==> src/rv_params.svh <==
// Offsets, field positions, reset values and timing counts of the residual checker
//==========================================================================
// Behaviour
// - Rail ramps only after residual below threshold
// - Selected rails checked before boot self-test
// - Checking needs monitor enable and select
// - Monitor stays powered through residual timeout
// - Still above after timeout sets rail flag
// - Timeout is target over ramp plus 100us
// - Residual monitoring armed once after power-up
// - All residual monitors disarmed before start-up
// - Monitor enable powers the rail comparators
`ifndef RV_PARAMS_SVH
`define RV_PARAMS_SVH

//==========================================================================
// Register byte offsets
`define RV_RAIL_CTRL_OFS 8'h00
`define RV_INPUT_CTRL_OFS 8'h04
`define RV_SEQ_CTRL_OFS 8'h08
`define RV_STATUS_OFS 8'h0C
`define RV_RAIL_VCODE_OFS 8'h10
`define RV_RAIL_RATE_OFS 8'h14
`define RV_INPUT_LEVEL_OFS 8'h18
`define RV_INPUT_RATE_OFS 8'h1C

//==========================================================================
// Field positions
`define RV_SEL_POS 4
`define RV_REGEN_POS 8
`define RV_IN_SEL_POS 2
`define RV_START_BIT 0
`define RV_IN_FLAG_POS 4
`define RV_STATE_POS 8
`define RV_ARMED_BIT 10

//==========================================================================
// Reset values: residual select bits default to one
`define RV_RAIL_CTRL_RST 32'h0000_00F0
`define RV_INPUT_CTRL_RST 32'h0000_000C
`define RV_VCODE_RST 32'h0000_0000
`define RV_RATE_RST 32'h0101_0101

//==========================================================================
// Timing
`define RV_CLK_PERIOD_NS 25
`define RV_TICK_NS 1000
`define RV_TICK_CYCLES ((`RV_TICK_NS + `RV_CLK_PERIOD_NS - 1) / `RV_CLK_PERIOD_NS)
`define RV_EXTRA_US 100
`define RV_EXTRA_TICKS ((`RV_EXTRA_US * 1000 + `RV_TICK_NS - 1) / `RV_TICK_NS)

`endif

==> src/rv_pkg.sv <==
// Types and the voltage-code decode shared by the residual checker
package rv_pkg;

  //==========================================================================
  // Per-channel configuration carrier
  typedef struct packed {
    logic mon_en;    // Monitor enable of rail or input
    logic sel;       // Residual check select
    logic [7:0] code; // Target voltage code
    logic [7:0] rate; // Ramp rate, 0.5 mV/us per step
  } chan_cfg_t;

  // Sequencer states
  typedef enum logic [1:0] {
    SEQ_PWRUP_CHECK,
    SEQ_BOOT_TEST,
    SEQ_START_CHECK,
    SEQ_RUNNING
  } seq_state_t;

  // Channel timeout states
  typedef enum logic [1:0] {
    CH_IDLE,
    CH_RAMP,
    CH_HOLD
  } chan_state_t;

  //==========================================================================
  // Code to target voltage in half-millivolt units
  function automatic logic [12:0] code_to_halfmv(input logic [7:0] code);
    int mv;
    mv = 0;
    if (code <= 8'h72)
      mv = 785 + 5 * (int'(code) - 'h34);
    else if (code <= 8'hAA)
      mv = 1470 + 10 * (int'(code) - 'h98);
    else
      mv = 2400 + 20 * (int'(code) - 'hD0);
    return 13'(2 * mv);
  endfunction

endpackage

==> src/rv_channel.sv <==
// One residual-check channel: timeout countdown, monitor hold and sticky flag
`timescale 1ns/10ps
`include "rv_params.svh"
module rv_channel
  import rv_pkg::*;
(
  input wire logic pclk,
  input wire logic presetn,
  input wire logic us_tick,
  input wire logic armed,
  input wire chan_cfg_t cfg,
  input wire logic above,
  input wire logic flag_clear,
  output logic flag,
  output logic powered
);

  chan_state_t state, next_state; // Timeout phase
  logic [12:0] remain, next_remain; // Voltage still to ramp, half-mV
  logic [7:0] hold, next_hold; // Extra microseconds left
  logic prev_active, next_prev_active; // Checking active last cycle
  logic next_flag;
  logic next_powered;
  logic active; // Checking enabled for this channel
  logic [7:0] rate_eff; // Zero rate treated as one step
  logic set_flag;

  //==========================================================================
  // Next-state logic
  always_comb
  begin
    active = cfg.mon_en & cfg.sel;
    rate_eff = (cfg.rate == 8'h00) ? 8'h01 : cfg.rate;
    next_state = state;
    next_remain = remain;
    next_hold = hold;
    next_prev_active = active;
    set_flag = 1'b0;
    case (state)
      CH_IDLE:
      begin
        // Monitoring switched off while checking active starts the timeout
        if (armed && prev_active && !cfg.mon_en)
        begin
          next_remain = code_to_halfmv(cfg.code);
          next_state = CH_RAMP;
        end
      end
      CH_RAMP:
      begin
        // Counting the partial last microsecond as whole rounds up
        if (us_tick)
        begin
          if (remain <= 13'(rate_eff))
          begin
            next_hold = 8'(`RV_EXTRA_TICKS);
            next_state = CH_HOLD;
          end
          else
            next_remain = remain - 13'(rate_eff);
        end
      end
      CH_HOLD:
      begin
        if (us_tick)
        begin
          if (hold == 8'h01)
          begin
            set_flag = above;
            next_state = CH_IDLE;
          end
          else
            next_hold = hold - 8'h01;
        end
      end
      default:
        next_state = CH_IDLE;
    endcase
    // Re-enabled monitor or disarmed checker abandons the timeout
    if (cfg.mon_en || !armed)
      next_state = CH_IDLE;
    // Set wins over a clear in the same cycle
    next_flag = (flag & ~flag_clear) | set_flag;
    // Comparators on while enabled or during the timeout
    next_powered = cfg.mon_en | (next_state != CH_IDLE);
  end

  //==========================================================================
  // State registers
  always_ff @(posedge pclk or negedge presetn)
  begin
    if (!presetn)
    begin
      state <= CH_IDLE;
      remain <= 13'h0000;
      hold <= 8'h00;
      prev_active <= 1'b0;
      flag <= 1'b0;
      powered <= 1'b0;
    end
    else
    begin
      state <= next_state;
      remain <= next_remain;
      hold <= next_hold;
      prev_active <= next_prev_active;
      flag <= next_flag;
      powered <= next_powered;
    end
  end

endmodule // rv_channel

==> config.mk <==
export PLATFORM = sky130hd
export DESIGN_NAME = rv_channel
export DESIGN_NICKNAME = d
export VERILOG_FILES = /design/src/rv_pkg.sv /design/src/rv_channel.sv
export VERILOG_INCLUDE_DIRS = /design/src
export SDC_FILE = /design/constraint.sdc
export NUM_CORES = 1
export LEC_CHECK = 0
export BUFFER_PORTS_ARGS = -buffer_cell sky130_fd_sc_hd__buf_2
export CAP_MARGIN = 20
export CORE_ASPECT_RATIO = 2
export CORE_MARGIN = 2
export CORE_UTILIZATION = 65
export DETAILED_ROUTE_END_ITERATION = 16
export PLACE_DENSITY = 0.85
export SLEW_MARGIN = 20
export SYNTH_ARGS = -nofsm -noshare
export SYNTH_HDL_FRONTEND = slang
export SYNTH_SLANG_ARGS = --single-unit
==> constraint.sdc <==
create_clock -name pclk -period 5.8 [get_ports pclk]
set_input_delay 0.87 -clock pclk [delete_from_list [all_inputs] [get_ports pclk]]
set_output_delay 0.87 -clock pclk [all_outputs]
set_load 0.02 [all_outputs]
Word-level counts from Yosys, hierarchy flattened
Index checks and enable logic that the tools add are counted.
{"block": "classes", "addsub": 8, "mul": 3, "n_div": 0, "magnitude_cmp": 3, "n_eq_ne": 9, "shifts": 0, "n_mux": 22, "bitwise": 5, "n_reduce_logical": 12}
{"op": "$mux 8", "n": 5}
{"op": "$mux 13", "n": 3}
{"op": "$mul 3x32->10 const A", "n": 1}
{"op": "$mul 3x32->11 const A", "n": 1}
{"op": "$pmux 13 s2", "n": 1}
{"op": "$add 11x12->12 const A", "n": 2}
{"op": "$mux 12", "n": 2}
{"op": "$sub 8x8->9 const B", "n": 2}
{"op": "$pmux 8 s2", "n": 1}
{"op": "$le 13x8->1", "n": 1}
{"op": "$sub 13x8->13", "n": 1}
{"op": "$add 12x12->12 const A", "n": 1}
{"op": "$mul 4x9->12 const A", "n": 1}
{"op": "$mux 2", "n": 6}
{"op": "$ne 2x2->1 const B", "n": 6}
{"op": "$sub 8x6->9 const B", "n": 1}
{"op": "$eq 8x1->1 const B", "n": 1}
{"op": "$le 8x7->1 const B", "n": 1}
{"op": "$le 8x8->1 const B", "n": 1}
{"op": "$logic_not 8->1", "n": 1}
{"op": "$sub 8x1->8 const B", "n": 1}
{"op": "$pmux 2 s3", "n": 1}
{"op": "$reduce_bool 2->1", "n": 3}
{"op": "$reduce_and 5->1", "n": 1}
{"op": "11 further kinds", "n": 17}
{"block": "totals", "register_bits": 26, "latch_bits": 0, "ram_bits": 0, "romBits": 0, "in_bits": 24, "out_inout_bits": 2, "wordCells": 68, "memories": 0}

Logic depth before layout (Yosys ltp)
{"block": "logic_depth", "ltp_word": 9, "depth_mapped": 18, "depth_no_buf": 18}

Worst setup path after synthesis
OpenSTA, ideal clock, no wires.
{"block": "synth_timing", "path_kind": "input port to flip-flop", "start": "input port cfg[11] (netlist name)", "end": "register remain[11]", "setup_ns": 0.146, "arrival_time_ns": 3.782, "required_ns": 5.654, "path_slack_ns": 1.873, "stages": 17, "n_path_buf": 0, "cell_sequence": "inv_1 ha_1 a21oi_1 nor2_1 nor2_1 xnor2_1 inv_1 ha_1 ha_1 ha_1 a31o_2 a41o_1 a31oi_1 xor2_1 nor3_1 a211oi_1 o41ai_2"}
{"block": "synth_between", "elab_chain_cells": 7, "word_cells_on_any_way": 15, "classes_between": "6 x add/sub; 3 x mul; 2 x order compare; 4 x mux"}
{"item": "start, declared", "line": "rv_channel.sv:11", "rtl": "input wire chan_cfg_t cfg,"}
{"item": "$sub 8x8->9, on equally long branches", "line": "rv_pkg.sv:38, rv_pkg.sv:36"}
{"item": "$mul 3x32->10 / $mul 3x32->11 (equally long branches)", "line": "rv_pkg.sv:38, rv_pkg.sv:36"}
{"item": "$add 12x12->12 / $add 11x12->12 (equally long branches)", "line": "rv_pkg.sv:38, rv_pkg.sv:36"}
{"item": "$mux 12", "line": "rv_pkg.sv:35", "rtl": "else if (code <= 8'hAA)"}
{"item": "$mux 12 (*)", "line": "rv_pkg.sv:33", "rtl": "if (code <= 8'h72)"}
{"item": "$mux 13 (*)", "line": "rv_channel.sv:43", "rtl": "if (armed && prev_active && !cfg.mon_en)"}
{"item": "$pmux 13 s2 (*)", "line": "rv_channel.sv:39", "rtl": "case (state)"}
{"item": "end signal, assigned", "line": "rv_channel.sv:104", "rtl": "remain <= next_remain;"}
{"item": "end, declared", "line": "rv_channel.sv:19", "rtl": "logic [12:0] remain, next_remain;"}
Mark *: on every way between the ends. The rest lies on a longest branch, timed or not. The select of a mux whose other input is x is not followed.
A chain may end at the register's enable or synchronous reset.

Worst setup path in the final report
Same ends and word-level chain as after synthesis.

==> results.md <==
* Status: finished clean
* Vert. Die Dim at 116.0 µm
* Starting DRT DRC Count at 150
* Sw Pwr at 577.7 µW
* Final clock skew at between 0.003 and 0.004 ns
* Cell mode on critical path: ha_1
* Mapped cell area at around 4100 µm²
* Vias in the first global route at between 3,000 and 4,000
* Later-pin clock latency in the skew report at roughly 0.26 ns
* Most common cell after layout, fill and taps aside: ha_1
* ANT nets after route at 0
* Clk buf depth at 2
* Placed Instance Area at 4220 µm²
* Worst-Margin Slew at roughly 0.81 ns
* RSZ-0062 raised after global routing: false
* Post-CTS Hold Fix Bufs at 0
* CTS tree: built
* Switching part of the total at 0.4490
* Top_reg_cell synth: dfrtp_1
* Register area share after synthesis at 0.1597
* Largest net degree at the start of global routing at 27
* Post-CTS Setup Repair Bufs at 0
* FP Rows at 40
* Die width at around 60 µm
* Post-Synthesis Cells at between 400 and 500
* DR vias at roughly 3,700
* Crit path capture type: flop
* Syn_area_per_cell at ~8.2 µm²
* Fillers at about 500
* H-tree depth at 1
* Fmax at 0.2336 GHz
* Sequential Power Share at 0.211
* Hold Crit Class: flop to flop
* Crit path DAT at ~4.4 ns
* Tcrit/Tclk final at 0.7381
* Synthesized flop and latch total at 26
* PostCTS Resize Cnt at 0
* Max-cap violations at 0
* Clock Sinks at 26
* Clock share of power at 0.159
* Fin crit period at between 4 and 5 ns
* Remaining global-route overflow at 0
* WL/cell at ~17 µm
* Req. time, crit path at 5.92 ns
* CP Cell Sequence: buf_2 -> inv_1 -> ha_1 -> a21oi_1 -> nor2_1 -> nor2_1 -> xnor2_1 -> inv_1 -> ha_1 -> ha_1 -> ha_1 -> a31o_2 -> a41o_1 -> a31oi_1 -> xor2_1 -> nor3_1 -> a211oi_1 -> o41ai_2
* Worst slew margin at 0.4497
* Syn_nets at 590
* Port bufs at 25
* Ratio of cells with drive above 1 in the final layout at 0.1039
* Drt first pass iters at 4
* Max-slew violations at 0
* Post-Route WL at between 10,000 and 15,000 µm
* Final Core Density at 0.7143
* Async SR Flop Fraction at 1.000
* Core Box Area at roughly 6100 µm²
* Drt drc at 0
* Slowest CP cell: ha_1
* DIE AREA at slightly below 7000 µm²
* Root buf cell: clkbuf_16
* Share of total power in combinational logic at 0.630
* Layout area overhead at 6.141%
* Kind of critical path: input port to flop
* DR vias/cell at 6.266
* Internal power at just over 700 µW
* Ys Warns at 0
* Net count, final at between 600 and 700
* Worst vdd ir at 0.0001606 V
* CP max FO at 11
* Distinct cells, synth at 72
* Area occupied by multi-input gates at 3163 µm²
* IO Count at 26
* Detail Placement HPWL at just over 8000 µm
* Post-synth EDFFs at 0
* Clk slew on worst S/H paths at ~0.07 ns
* Total Routing Usage GR at 0.3140
* Setup violations, final at 0
* Ant diodes at 0
* Final Wtd Congestion at approximately 0.94
* Most frequent cells in the layout: 68 x ha_1, 47 x inv_1, 37 x nor2_1
* Startpoint Class: input port
* Antenna violations before repair at 0
* First-pass GRT wire length at 16,900 µm
* Max stage delay on crit path at about 0.35 ns
* Initial core utilization at 0.6729
* Design area at about 4300 µm²
* Reg area at about 650 µm²
* Leakage power figure at between 2 and 2.5 nW
* TritonCTS buffer count at 3
* TNS Setup at 0 ns
* Final Hold Fails at 0
* PD cells at approximately 300 nW/µm²
critical path, delay by kind of cell:
family | cells | cell delay (ns)
compound gates | 6 | 1.31
fa+ha+maj | 4 | 1.17
buf+inv | 3 | 0.45
xor+xnor | 2 | 0.34
simple gates | 3 | 0.24
synthesized netlist by cell type (all sizes together), types with 3 or more instances:
| cell type | instances | share of area |
|---|---|---|
| a21boi | 3 | 0.0055 |
| a22o | 3 | 0.0064 |
| dfrtp | 26 | 0.16 |
| and3 | 5 | 0.0080 |
| ha | 68 | 0.21 |
| nor3 | 15 | 0.021 |
| or3 | 6 | 0.010 |
| nor2 | 37 | 0.034 |
| nor4 | 6 | 0.0092 |
| fa | 4 | 0.020 |
| a21oi | 27 | 0.036 |
| nand4 | 3 | 0.0046 |
| and2 | 4 | 0.0061 |
| o21ai | 27 | 0.036 |
| a211oi | 10 | 0.022 |
| o211ai | 4 | 0.0074 |
| nand3 | 10 | 0.012 |
| a211o | 3 | 0.0064 |
| buf | 9 | 0.017 |
| a21o | 11 | 0.022 |
| a31oi | 10 | 0.015 |
| nor3b | 3 | 0.0055 |
| nand2 | 34 | 0.031 |
| nand2b | 6 | 0.0092 |
| o21a | 4 | 0.0074 |
| inv | 47 | 0.043 |
| nor2b | 8 | 0.012 |
| xor2 | 15 | 0.032 |
| o2111ai | 3 | 0.0064 |
| clkbuf | 4 | 0.0037 |
| o22ai | 6 | 0.011 |
| xnor2 | 36 | 0.077 |
| a41o | 4 | 0.0098 |
cell families after synthesis:
family	Yosys count	synth area share
buffers and inverters	60	0.06417
AND/OR/NAND/NOR	149	0.1974
adder cells (fa/ha/maj)	72	0.2284
multiplexers	1	0.002763
flip-flops	26	0.1597
AO/OA/AOI/OAI	135	0.2380
XOR/XNOR	51	0.1096
power groups by stage:
stage / logic, mW / registers [mW] / clock network [mW]
6_report: 0.811 / 0.272 / 0.204
2_1_floorplan: 0.627 / 0.264 / 0
3_5_place_dp: 0.785 / 0.274 / 0
5_1_grt: 0.893 / 0.277 / 0.213
4_1_cts: 0.797 / 0.271 / 0.204
3_3_place_gp: 0.761 / 0.270 / 0
metrics by stage:
step	worst slack, ns	hold WS (ns)	power [mW]	instances
after global placement	1.452	0.4634	1.031	590
final	1.519	0.4843	1.287	594
after detailed placement	1.273	0.4724	1.059	590
after floorplan	1.873	0.4475	0.8916	494
after CTS	1.537	0.4881	1.272	594
after global routing	1.292	0.5183	1.383	594
metal layers:
layer | wire length, µm | track usage | vias up
met5 | 0 | 0 | -
met4 | 793 | 0.2400 | 0
met3 | 233 | 0.02902 | 55
met2 | 5672 | 0.5957 | 90
met1 | 3407 | 0.2837 | 1759
li1 | - | - | 1818
final cells by class:
cell class	count	area share
multi-input combinational	408	0.7313
timing repair buffer	25	0.02893
sequential	26	0.1504
clock buffer	3	0.01736
inverter	47	0.04079
clock inverter	1	0.006942
tap	84	0.02430
path summary, 6_finish.rpt:
| path | startpoint | endpoint | slack (ns) | depth (start not counted) |
|---|---|---|---|---|
| max | cfg[11] | remain[11]$_DFFE_PN0P_ | 1.52 | 18 |
| min | remain[0]$_DFFE_PN0P_ | remain[0]$_DFFE_PN0P_ | 0.48 | 2 |
| max reg2reg | remain[1]$_DFFE_PN0P_ | remain[12]$_DFFE_PN0P_ | 3.07 | 8 |
| min reg2reg | remain[0]$_DFFE_PN0P_ | remain[0]$_DFFE_PN0P_ | 0.48 | 2 |
| max in group asynchronous | presetn | hold[1]$_DFFE_PN0P_ | 4.80 | 1 |
| min in group asynchronous | presetn | remain[0]$_DFFE_PN0P_ | 0.60 | 1 |
state kept, by name, summed over array words and instances, names as in the netlist:
name         cells
flag             1
hold             8
powered          1
prev_active      1
remain          13
state            2
Note: power is estimated with default switching activity, not from simulation.
